--- config.mk ---
export PLATFORM = sky130hd
export DESIGN_NAME = hbi_interlock
export DESIGN_NICKNAME = d
export VERILOG_FILES = /design/src/pkg/hbi_pkg.sv /design/src/rtl/hbi_interlock.sv /design/src/rtl/hbi_sync.sv
export VERILOG_INCLUDE_DIRS = /design/src /design/src/pkg
export SDC_FILE = /design/constraint.sdc
export NUM_CORES = 1
export LEC_CHECK = 0
export ABC_AREA = 1
export BUFFER_PORTS_ARGS = -buffer_cell sky130_fd_sc_hd__buf_4
export CORE_ASPECT_RATIO = 1.1
export CORE_MARGIN = 2
export CORE_UTILIZATION = 52
export DETAILED_ROUTE_END_ITERATION = 12
export PLACE_DENSITY = 0.7
export SYNTH_ARGS = -nofsm -noshare
export SYNTH_HDL_FRONTEND = slang
export SYNTH_SLANG_ARGS = --single-unit
export TNS_END_PERCENT = 100
--- constraint.sdc ---
create_clock -name sys_clk -period 1.5 [get_ports sys_clk]
set_input_delay 0 -clock sys_clk [delete_from_list [all_inputs] [get_ports sys_clk]]
set_output_delay 0 -clock sys_clk [all_outputs]
set_load 0.005 [all_outputs]
--- src/pkg/hbi_map.svh ---
// constants for the half-bridge interlock and fault block
// assumes a 20 MHz system clock; included by bare name
`ifndef HBI_MAP_SVH
`define HBI_MAP_SVH
`define HBI_CLK_HZ 20000000
`define HBI_DEAD_NS 400
`define HBI_MIN_PULSE_NS 500
// least times round up to whole cycles
`define HBI_DEAD_CYC (((`HBI_DEAD_NS * (`HBI_CLK_HZ / 1000000)) + 999) / 1000)
`define HBI_PULSE_CYC (((`HBI_MIN_PULSE_NS * (`HBI_CLK_HZ / 1000000)) + 999) / 1000)
`define HBI_CNT_W 8
// fault vector bit positions
`define HBI_FB_OC 0
`define HBI_FB_UV 1
`define HBI_FB_OV 2
`endif

--- src/pkg/hbi_pkg.sv ---
// types shared by the half-bridge interlock and fault block
// assumes nothing beyond a SystemVerilog compiler
package hbi_pkg;
  // per-driver protection inputs
  typedef struct packed {
    logic ov;
    logic uv;
    logic oc;
  } hbi_drv_flt_t;
  // interlock sequencer states
  typedef enum logic [2:0] {
    ST_IDLE, ST_DEAD_A, ST_ON_A, ST_DEAD_B, ST_ON_B
  } hbi_state_t;
endpackage : hbi_pkg

--- src/rtl/hbi_interlock.sv ---
// half-bridge interlock, dead time and latched fault logic
// assumes 20 MHz sys_clk; all inputs but sys_clk and rst_b are asynchronous pins
`timescale 1ns/1ps
`include "hbi_map.svh"
module hbi_interlock (
  // clock and reset
  input wire logic sys_clk,
  input wire logic rst_b,
  // gate commands and fault clear from host
  input wire logic chan_a_gate_cmd,
  input wire logic chan_b_gate_cmd,
  input wire logic fault_clear_in,
  // protection inputs
  input wire hbi_pkg::hbi_drv_flt_t drv_a_flt,
  input wire hbi_pkg::hbi_drv_flt_t drv_b_flt,
  input wire logic pri_uv,
  input wire logic pri_ov,
  input wire logic over_temp,
  // switch drives
  output logic gate_a_q,
  output logic gate_b_q,
  // latched fault outputs
  output logic fault_flag_first,
  output logic fault_flag_second
);
  localparam int NIN = 10;
  localparam logic [`HBI_CNT_W-1:0] DEAD_CNT =
    `HBI_CNT_W'(`HBI_DEAD_CYC);
  logic [NIN-1:0] raw_v;
  logic [NIN-1:0] cln_v;
  logic cmd_a;
  logic cmd_b;
  logic clr;
  logic ot;
  logic uv_p;
  logic ov_p;
  hbi_pkg::hbi_drv_flt_t fa;
  hbi_pkg::hbi_drv_flt_t fb;
  hbi_pkg::hbi_state_t st_q;
  hbi_pkg::hbi_state_t st_d;
  logic [`HBI_CNT_W-1:0] cnt_q;
  logic block_a;
  logic block_b;
  logic flt1_q;
  logic flt2_q;

  // =========================================
  // input conditioning
  assign raw_v = {chan_a_gate_cmd, chan_b_gate_cmd, fault_clear_in,
                  drv_a_flt, drv_b_flt, over_temp};
  genvar gi;
  generate
    for (gi = 0; gi < NIN; gi++) begin : g_sync
      hbi_sync u_sync (
        .sys_clk(sys_clk),
        .rst_b(rst_b),
        .raw_in(raw_v[gi]),
        .clean_q(cln_v[gi])
      );
    end
  endgenerate
  assign {cmd_a, cmd_b, clr, fa, fb, ot} = cln_v;

  // primary supply lockout passes its own pair of filters
  hbi_sync u_sync_puv (
    .sys_clk(sys_clk), .rst_b(rst_b), .raw_in(pri_uv), .clean_q(uv_p)
  );
  hbi_sync u_sync_pov (
    .sys_clk(sys_clk), .rst_b(rst_b), .raw_in(pri_ov), .clean_q(ov_p)
  );

  // =========================================
  // protection gating per channel
  // fault of one channel's driver or a primary supply fault; shared by
  // the gating and the latched flags; gating also takes ot, which sets no flag
  function automatic logic chan_fault(input hbi_pkg::hbi_drv_flt_t f,
    input logic uv, input logic ov);
    return (|f) | uv | ov;
  endfunction : chan_fault
  // temperature hysteresis lives in the sensor; level follows it
  assign block_a = ot | chan_fault(fa, uv_p, ov_p);
  assign block_b = ot | chan_fault(fb, uv_p, ov_p);

  // =========================================
  // interlock sequencer; A has priority
  always_comb begin
    st_d = st_q;
    unique case (st_q)
      hbi_pkg::ST_IDLE: begin
        if (cmd_a) st_d = hbi_pkg::ST_DEAD_A;
        else if (cmd_b) st_d = hbi_pkg::ST_DEAD_B;
      end
      hbi_pkg::ST_DEAD_A: begin
        if (!cmd_a) st_d = hbi_pkg::ST_IDLE;
        else if (cnt_q == '0) st_d = hbi_pkg::ST_ON_A;
      end
      hbi_pkg::ST_ON_A: begin
        // B ignored while A held; no timeout
        if (!cmd_a) st_d = cmd_b ? hbi_pkg::ST_DEAD_B : hbi_pkg::ST_IDLE;
      end
      hbi_pkg::ST_DEAD_B: begin
        if (cmd_a) st_d = hbi_pkg::ST_DEAD_A;
        else if (!cmd_b) st_d = hbi_pkg::ST_IDLE;
        else if (cnt_q == '0) st_d = hbi_pkg::ST_ON_B;
      end
      hbi_pkg::ST_ON_B: begin
        if (cmd_a) st_d = hbi_pkg::ST_DEAD_A;
        else if (!cmd_b) st_d = hbi_pkg::ST_IDLE;
      end
    endcase
  end

  // state register
  always_ff @(posedge sys_clk) begin
    if (!rst_b) st_q <= hbi_pkg::ST_IDLE;
    else st_q <= st_d;
  end

  // dead-time counter reloads on entry to a dead state
  always_ff @(posedge sys_clk) begin
    if (!rst_b) begin
      cnt_q <= '0;
    end else if (st_d != st_q) begin
      cnt_q <= DEAD_CNT - `HBI_CNT_W'(2);
    end else if (cnt_q != '0) begin
      cnt_q <= cnt_q - `HBI_CNT_W'(1);
    end
  end

  // gate outputs registered; protection forces off at once
  always_ff @(posedge sys_clk) begin
    if (!rst_b) begin
      gate_a_q <= 1'b0;
      gate_b_q <= 1'b0;
    end else begin
      gate_a_q <= (st_d == hbi_pkg::ST_ON_A) & ~block_a;
      gate_b_q <= (st_d == hbi_pkg::ST_ON_B) & ~block_b & ~cmd_a;
    end
  end

  // =========================================
  // latched fault flags; set wins over clear
  always_ff @(posedge sys_clk) begin
    if (!rst_b) begin
      flt1_q <= 1'b0;
      flt2_q <= 1'b0;
    end else begin
      flt1_q <= chan_fault(fa, uv_p, ov_p) | (flt1_q & ~clr);
      flt2_q <= chan_fault(fb, uv_p, ov_p) | (flt2_q & ~clr);
    end
  end
  assign fault_flag_first = flt1_q;
  assign fault_flag_second = flt2_q;
endmodule : hbi_interlock

--- src/rtl/hbi_sync.sv ---
// input conditioner: three-flop synchroniser with agreement filter
// assumes the input is asynchronous to sys_clk
`timescale 1ns/1ps
module hbi_sync (
  // clock and reset
  input wire logic sys_clk,
  input wire logic rst_b,
  // raw and conditioned level
  input wire logic raw_in,
  output logic clean_q
);
  logic s1_q;
  logic s2_q;
  logic s3_q;
  // =========================================
  // synchroniser chain; s1 is read only by s2
  always_ff @(posedge sys_clk) begin
    if (!rst_b) begin
      s1_q <= 1'b0;
      s2_q <= 1'b0;
      s3_q <= 1'b0;
    end else begin
      s1_q <= raw_in;
      s2_q <= s1_q;
      s3_q <= s2_q;
    end
  end
  // change counts once second and third agree
  always_ff @(posedge sys_clk) begin
    if (!rst_b) begin
      clean_q <= 1'b0;
    end else if (s2_q == s3_q) begin
      clean_q <= s3_q;
    end
  end
endmodule : hbi_sync

==> flow_summary.yaml, run 1 <==
synthesis:
  ys_ff_latch: 63
  ys_warn_count: 0
  synth_area_leaders: "dfxtp_1, nand2_1, inv_1"
  seq_area_frac_synth_pct: 53.3
  synth_top_flop_cell: "dfxtp_1"
  mappedNetlistArea_sq_um: 2370
  synth_top_area_share_pct: 53.3
  synth_nets: 312
  async_flop_share_pct: 0
  syn_avg_cell_area_sq_um: 7.97
  netlist_instances: 297
  yosys.area.top_type: "dfxtp_1"
  ys_types: 29
  synth_edf_count: 0
floorplan:
  die_w_um: 68.3
  boundaryPins: 18
  start_util_pct: 54.4
  core_area_sq_um: 4350
  die_height_um: 74.8
  core.rowCount: 25
  dieArea_sq_um: 5110
run_status:
  status: "finished, violations left"
  violations: "setup timing"
timing:
  relSlewSlack_pct: 70.6
  rsz0062_at_grt: "true"
  worst_pin_slew_ps: 440
  finalSetupViolCount: 7
  min_period_ps: 1540
  setup_ws_ps: -36.9
  slew_violations: 0
  final.setup.tns_ps: -193
  period_share_pct: 102
  fin_skew_ps: 3.84
  hold_violations: 0
  fmax_mhz: 651
  holdWs_ps: 37.3
global_routing:
  grt-ovfl-total: 0
  grt_pass1_wl_mm: 6.95
  grt_max_degree: 50
  groute.usage.overall_pct: 18.6
  antenna_found_initial: 0
  grt_pass1_vias: 1787
clock_tree:
  htreeDepth: 3
  cts.sinks: 63
  clk_latency_ps: 330
  cts_root_buf: "clkbuf_8"
  cts_tree: "built"
  ctsLongestPathBuffers: 2
  numCtsBuffers: 9
  cts.clk_slew.worst_paths_ps: 60
placed_design:
  pre_cts_ws_ps: -103
  gp_routability_congestion: 0.762
  hpwl_mm: 2.68
  io_buffer_count: 17
layout:
  nets: 366
  post-route-util_pct: 71.5
  area_growth_pct: 31.4
  drive_above_1_share_pct: 29.5
  fillerInstances: 350
  insertedDiodeCount: 0
route:
  ant_nets: 0
  via_count: 1903
  initialDrtViolationCount: 42
  viasPerCell: 4.64
  avgRoutedWirePerCell_um: 9.98
  drcViolationCount: 0
  wl_mm: 4.09
  drt-pass1-iter-count: 4
power_and_ir_drop:
  vdd_drop_max_v: 0.00103
  powerDensity_nw_per_um2: 1600
  power_leakage_uw: 0.00157
job:
  maxCapViolations: 0
setup_path:
  required_ps: 1760
  arrival_ps: 1800
  critPathKind: "reg -> reg"
  cp_max_fo: 6
  start_kind: "flop"
  cp-end-kind: "flop"
worst_hold_path:
  hold_path_class: "in -> reg"
-- area by class of cell --
class | instances | area [sq um] | share of cell area [%]
Clock buffer | 13 | 169 | 5.43
Clock inverter | 3 | 40.0 | 1.29
Inverter | 53 | 204 | 6.56
Multi-Input combinational cell | 173 | 942 | 30.3
Sequential cell | 63 | 1270 | 41.0
Tap cell | 54 | 67.6 | 2.17
Timing Repair Buffer | 51 | 413 | 13.3
-- sequential cells by signal (all words and copies together), names as in the netlist --
signal / cells
g_sync.u_sync.clean_q: 10
g_sync.u_sync.s1_q: 10
g_sync.u_sync.s2_q: 10
g_sync.u_sync.s3_q: 10
cnt_q: 8
st_q: 3
fault_flag_first: 1
fault_flag_second: 1
gate_a_q: 1
gate_b_q: 1
u_sync_pov.clean_q: 1
u_sync_pov.s1_q: 1
u_sync_pov.s2_q: 1
u_sync_pov.s3_q: 1
u_sync_puv.clean_q: 1
u_sync_puv.s1_q: 1
u_sync_puv.s2_q: 1
u_sync_puv.s3_q: 1
-- power by group --
part	leakage, uW	switching [uW]	internal, uW	total, uW
combinational	0.000943	807	725	1530
clock	0.000109	578	898	1480
sequential	0.000519	137	1840	1970
total	0.00157	1520	3460	4980
-- repair_timing --
action,CTS,global route
gates resized for setup,17,14
endpoints found under the setup margin,9,11
endpoints found under the hold margin,12,0
hold buffers,12,0
setup buffers,5,2
pin swaps,11,16
-- critical path: stages (launching register included) --
cell and delay (ps):
dfxtp_2 320, inv_2 70, ha_4 150, nand2_4 70
nor2_8 130, inv_4 50, nand2_2 70, nand3_2 80
nand3_2 80, nand2_2 70, nor2_4 150, nand2_4 110
nor2_2 120
-- path summary, 6_finish.rpt --
kind                               from               endpoint  slack [ps]  cells past startpoint
hold reg to reg   g_sync[5].u_sync.s1_q  g_sync[5].u_sync.s2_q         410                      2
hold / removal                    rst_b                st_q[1]          40                      3
setup / recovery               cnt_q[1]               cnt_q[0]         -40                     12
setup reg to reg               cnt_q[1]               cnt_q[0]         -40                     12
-- layer usage --
metal / routed length, um / part of all wire [%] / global-route usage [%] / vias up
met5: 0 / 0 / 0 / -
met4: 88 / 2.2 / 10.0 / 0
met3: 128 / 3.1 / 6.28 / 9
met2: 2100 / 51 / 33.4 / 29
met1: 1770 / 43 / 18.7 / 847
li1: - / - / - / 1018
-- synthesized netlist by cell type, drive strengths merged (2+ instances only) --
library cell and instances:
dfxtp 63, a21oi 23, clkbuf 3, xnor2 2, inv 52, nand2 64
buf 5, xor2 2, nor2 41, o21ai 18, nand4 3, nor3 5
nor4 2, nand3 11
-- cells by family (layout without fill, tap and decap cells) --
kind of cell / after synthesis / after routing / share of synthesized area, %
adders and majority gates: 1 / 1 / 0.528
buffers and inverters: 61 / 120 / 10.2
and+or+nand+nor: 126 / 126 / 25.2
xor gates and xnor gates: 4 / 4 / 1.48
AOI/OAI and AO/OA: 42 / 42 / 9.30
DFF: 63 / 63 / 53.3
-- placed cells by master, fill, tap and decap left out, drive strengths merged --
master and n:
xor2 2, clkinv 3, bufinv 1, nor3 5
nand4 3, nor4 2, dlygate4sd3 12, clkbuf 13
inv 52, o211ai 1, buf 39, xnor2 2
o21ai 18, ha 1, nand2 64, nand3 11
dfxtp 63, a21oi 23, nor2 41
-- metrics by stage --
stage          cells  power, uW  area [sq um]
2_1_floorplan    297       2860          2370
3_3_place_gp     376       3220          2660
3_5_place_dp     376       3260          2660
4_1_cts          409       4920          3070
5_1_grt          410       5300          3110
6_report         410       4980          3110
No activity file was read; power rests on OpenSTA's default activity.
==> run 2, diff against run 1 <==
==> constraint.sdc (replaced) <==
create_clock -name sys_clk -period 1.2 [get_ports sys_clk]
set_input_delay 0 -clock sys_clk [delete_from_list [all_inputs] [get_ports sys_clk]]
set_output_delay 0 -clock sys_clk [all_outputs]
set_load 0.005 [all_outputs]
==> run 2 against run 1 <==
  * Largest cell class unchanged
  * Power up 24%
  * Hold slack better by 29 ps
  * Utilization up 3.8 points
  * Count of clock-buffer cells in the layout unchanged
  * Die area unchanged
  * Highest routed layer unchanged
  * Largest power group unchanged
  * The flow still finishes with violations (setup timing)
==> flow_summary.yaml, run 2 (synthesized netlist as in run 1, its figures left out) <==
run_status:
  status: "finished, violations left"
  violations: "setup timing"
power_and_ir_drop:
  vdd_drop_max_v: 0.00168
  p_comb_share_pct: 35.2
  switching_share_pct: 32.2
  p_sw_uw: 1990
  powerDensity_nw_per_um2: 1890
  power_frac_seq_pct: 39.1
  power_leakage_uw: 0.00165
  power_uw: 6190
  p_int_uw: 4200
  pwr-share-clk_pct: 25.7
route:
  drt-pass1-iter-count: 4
  drt-met1-wl_mm: 1.91
  route.met2.wl_mm: 2.34
  wl_mm: 4.48
  drcViolationCount: 0
  avgRoutedWirePerCell_um: 10.5
  initialDrtViolationCount: 84
  dr.max_layer_used: "met4"
  viasPerCell: 4.64
  via_count: 1982
  met3_length_um: 136
  ant_nets: 0
floorplan:
  start_util_pct: 54.4
  core.rowCount: 25
  boundaryPins: 18
  dieArea_sq_um: 5110
  core_area_sq_um: 4350
  die_w_um: 68.3
  die_height_um: 74.8
timing:
  min_period_ps: 1540
  relSlewSlack_pct: 75.1
  finalSetupViolCount: 13
  fmax_mhz: 651
  rsz0062_at_grt: "true"
  period_share_pct: 128
  worst_pin_slew_ps: 370
  final.setup.tns_ps: -3290
  slew_violations: 0
  setup_ws_ps: -336
  hold_violations: 0
  fin_skew_ps: 4.37
worst_hold_path:
  hold_path.startpoint: "rst_b"
  min_delay_worst_endpoint: "gate_b_q"
  min_path_cells: 5
  hold_path_class: "in -> reg"
clock_tree:
  cts.clk_slew.worst_paths_ps: 60
  ctsLongestPathBuffers: 2
  htreeDepth: 3
  numCtsBuffers: 9
  clk_latency_ps: 320
  cts.sinks: 63
  cts_root_buf: "clkbuf_8"
  cts_tree: "built"
placed_design:
  hpwl_mm: 2.81
  io_buffer_count: 17
  pre_cts_ws_ps: -388
  post-place-cells: 390
  gp_routability_congestion: 0.834
global_routing:
  grt_pass1_wl_mm: 6.91
  antenna_found_initial: 0
  groute.usage.overall_pct: 18.2
  grt-ovfl-total: 0
  grt_max_degree: 29
  grt_pass1_vias: 1726
setup_path:
  start_kind: "flop"
  cp_max_fo: 3
  cp-end-kind: "flop"
  r2r_end: "gate_a_q"
  arrival_ps: 1770
  required_ps: 1430
  r2r_cells: 10
  critPathKind: "reg -> reg"
  r2r_start: "cnt_q[3]"
  rrSetupSlack_ps: -340
layout:
  area_growth_pct: 38.4
  final_cell_mix: "dfxtp_1, buf_4, nand2_1, inv_1, nor2_1"
  insertedDiodeCount: 0
  finish.cell_count_without_fillers: 427
  drive_above_1_share_pct: 34.9
  layout_commonest_cell: "dfxtp_1"
  regArea_sq_um: 1270
  post-route-util_pct: 75.4
  nets: 383
  fillerInstances: 314
  multiInputGateArea_sq_um: 1000
job:
  maxCapViolations: 0
[run 2: cell types whose count changed in the layout (fill, tap and decap cells not counted), moves of 2 or more]
cell,previous run,this run
dfxtp_1,54,56
nor2_4,5,3
dfxtp_2,8,5
nand3_4,0,2
nand2_1,54,51
nor2_2,7,11
buf_4,39,52
nand2_4,3,5
inv_2,6,8
nor2_1,28,26
buf_6,0,4
[run 2: metal layers]
metal  global-route usage [%]  vias to the layer above
met5                        0                        -
met4                     9.33                        0
met3                     5.53                        7
met2                     32.5                       38
met1                     19.2                      883
li1                         -                     1054
[run 2: stage by stage]
step | area [sq um] | hold slack (ps)
global route | 3280 | 86.3
finish | 3280 | 66.2
floorplan | 2390 | 97.6
detailed placement | 2770 | 184
global placement | 2770 | 182
CTS | 3140 | 55.9
[run 2: worst max-delay path by stage]
stage | startpoint | endpoint | slack, ps | cells after the start
5_1_grt | cnt_q[3] | cnt_q[0] | -410 | 11
3_5_place_dp | st_q[0] | cnt_q[0] | -390 | 10
4_1_cts | cnt_q[1] | cnt_q[0] | -310 | 12
2_1_floorplan | cnt_q[2] | cnt_q[0] | -230 | 11
3_3_place_gp | st_q[0] | cnt_q[3] | -370 | 10
6_report | cnt_q[3] | gate_a_q | -340 | 10
[run 2: area by class of cell]
cell class | instances | area share [%]
clock buffer | 13 | 4.85
clock inverter | 3 | 0.535
inverter | 53 | 6.15
multi-input combinational | 173 | 30.5
sequential | 63 | 38.9
tap | 54 | 2.06
timing repair buffer | 68 | 17.0
[run 2: critical path, cell delays in order (launching register included)]
cell,delay (ps)
dfxtp_1,320
nor2_2,180
nand2_4,100
nor2_8,150
inv_4,60
nand2_4,70
nand3_4,80
buf_6,130
o21ai_4,60
inv_2,70
nor3_2,220
[run 2: timing repair]
action                                  4_1_cts  5_1_grt
resized for setup                             8       32
hold buffers                                 12        0
pin swaps                                     7        8
endpoints found under the hold margin        12        0
setup buffers                                 7        4
endpoints found under the setup margin       13       14
[run 2: power by group through the flow]
stage	Clock (uW)	Combinational [uW]	Sequential (uW)
CTS	1620	1950	2420
finish	1590	2180	2420
global placement	0	1740	2430
global route	1730	2390	2430
detailed placement	0	1780	2440
floorplan	0	1210	2430
==> run 3, diff against run 2 <==
==> constraint.sdc (replaced) <==
create_clock -name sys_clk -period 1.3 [get_ports sys_clk]
set_input_delay 0 -clock sys_clk [delete_from_list [all_inputs] [get_ports sys_clk]]
set_output_delay 0 -clock sys_clk [all_outputs]
set_load 0.005 [all_outputs]
==> run 3 against run 2 <==
  * The run still ends with setup timing left
  * Register-to-register slack improved by 120 ps
  * Maximum frequency rose by 0.99%
  * Via count fell by 2.2%
  * Design area decreased by 2.2%
  * Clock power rose by 14%
  * Power decreased by 5.1%
  * Critical endpoint is now cnt_q[5]
  * Non-clock buffer count down 9
  * Final cell count down 2.1%
  * Global-route usage grew 0.25 points
  * Clock skew about the same
==> flow_summary.yaml, run 3 (synthesized netlist as in run 1, its figures left out) <==
run_status:
  status: "finished, violations left"
  violations: "setup timing"
clock_tree:
  htreeDepth: 3
  ctsLongestPathBuffers: 2
  cts_root_buf: "clkbuf_8"
  cts.sinks: 63
  clk_latency_ps: 330
  numCtsBuffers: 9
  cts.clk_slew.worst_paths_ps: 70
  cts_tree: "built"
route:
  drt-pass1-iter-count: 4
  drcViolationCount: 0
  wl_mm: 4.18
  avgRoutedWirePerCell_um: 10.0
  viasPerCell: 4.64
  initialDrtViolationCount: 98
  ant_nets: 0
  via_count: 1938
timing:
  worst_pin_slew_ps: 451
  relSlewSlack_pct: 69.6
  slew_violations: 0
  setup_ws_ps: -221
  fmax_mhz: 657
  rsz0062_at_grt: "true"
  min_period_ps: 1520
  hold_violations: 0
  final.setup.tns_ps: -1890
  period_share_pct: 117
  fin_skew_ps: 4.85
  finalSetupViolCount: 11
layout:
  nets: 374
  area_growth_pct: 35.4
  fillerInstances: 332
  final_cell_mix: "dfxtp_1, nand2_1, buf_4, inv_1, nor2_1"
  layout_commonest_cell: "dfxtp_1"
  drive_above_1_share_pct: 33.0
  insertedDiodeCount: 0
worst_hold_path:
  min_path_cells: 3
  hold_path_class: "in -> reg"
global_routing:
  grt_pass1_vias: 1696
  grt_max_degree: 50
  groute.usage.overall_pct: 18.5
  grt_pass1_wl_mm: 6.84
  grt-ovfl-total: 0
  antenna_found_initial: 0
setup_path:
  critPathKind: "reg -> reg"
  cp-end-kind: "flop"
  cp_max_fo: 6
  r2r_cells: 11
  arrival_ps: 1790
  start_kind: "flop"
  required_ps: 1570
floorplan:
  dieArea_sq_um: 5110
  start_util_pct: 54.4
  die_w_um: 68.3
  core_area_sq_um: 4350
  core.rowCount: 25
  boundaryPins: 18
  die_height_um: 74.8
job:
  maxCapViolations: 0
power_and_ir_drop:
  powerDensity_nw_per_um2: 1830
  power_leakage_uw: 0.00162
  vdd_drop_max_v: 0.00129
placed_design:
  io_buffer_count: 17
  gp_routability_congestion: 0.848
  pre_cts_ws_ps: -312
  hpwl_mm: 2.75
run 3: through the flow:
| step | utilization (%) | hold WS (ps) | area (sq um) | power [uW] | std cells |
|---|---|---|---|---|---|
| global route | 73.7 | 43.4 | 3210 | 6220 | 418 |
| floorplan | - | 97.6 | 2390 | 3360 | 297 |
| global placement | 62.8 | 180 | 2730 | 3830 | 385 |
| CTS | 71.7 | 20.5 | 3120 | 5850 | 416 |
| detailed placement | 62.8 | 185 | 2730 | 3850 | 385 |
| finish | 73.7 | 39.9 | 3210 | 5870 | 418 |
run 3: what timing repair did:
item,4_1_cts,5_1_grt
pin swaps,8,17
buffers inserted,3,2
resized for setup,11,21
hold buffers,12,0
hold endpoints to repair,12,0
endpoints found under the setup margin,12,12
run 3: final timing paths:
kind	from	slack (ps)	endpoint
max	cnt_q[0]	-220	cnt_q[5]
min	rst_b	40	st_q[2]
max reg2reg	cnt_q[0]	-220	cnt_q[5]
min reg2reg	g_sync[2].u_sync.s1_q	410	g_sync[2].u_sync.s2_q
run 3: metal layers:
| metal | vias to the layer above | share of wire, % | GRT usage (%) | wire length (um) |
|---|---|---|---|---|
| met5 | - | 0 | 0 | 0 |
| met3 | 5 | 3.8 | 7.17 | 159 |
| li1 | 1037 | - | - | - |
| met4 | 0 | 1.3 | 10.0 | 53 |
| met1 | 865 | 45 | 21.0 | 1870 |
| met2 | 31 | 50 | 29.9 | 2100 |
run 3: worst max-delay path: stages (launching register included):
cell	delay (ps)
dfxtp_2	330
inv_2	50
ha_4	160
nand2_4	90
nor2_8	50
a21oi_2	150
nand3_2	100
nand2_2	90
nand3_2	70
nor2_4	150
nand2_4	100
nor2_2	120
run 3: area by class of cell:
type                       count  area (sq um)  share of cell area (%)
clock buffer                   9           124                    3.86
clock inverter                 7          97.6                    3.04
inverter                      53           204                    6.36
multi-input combinational    173           960                    29.9
sequential                    63          1280                    39.8
tap                           54          67.6                    2.11
timing repair buffer          59           477                    14.9
run 3: power by group:
part	leakage (uW)	internal (uW)	total, uW	switching (uW)
Sequential	0.000519	2110	2240	130
Combinational	0.000991	872	1820	945
Clock	0.000105	1080	1810	734
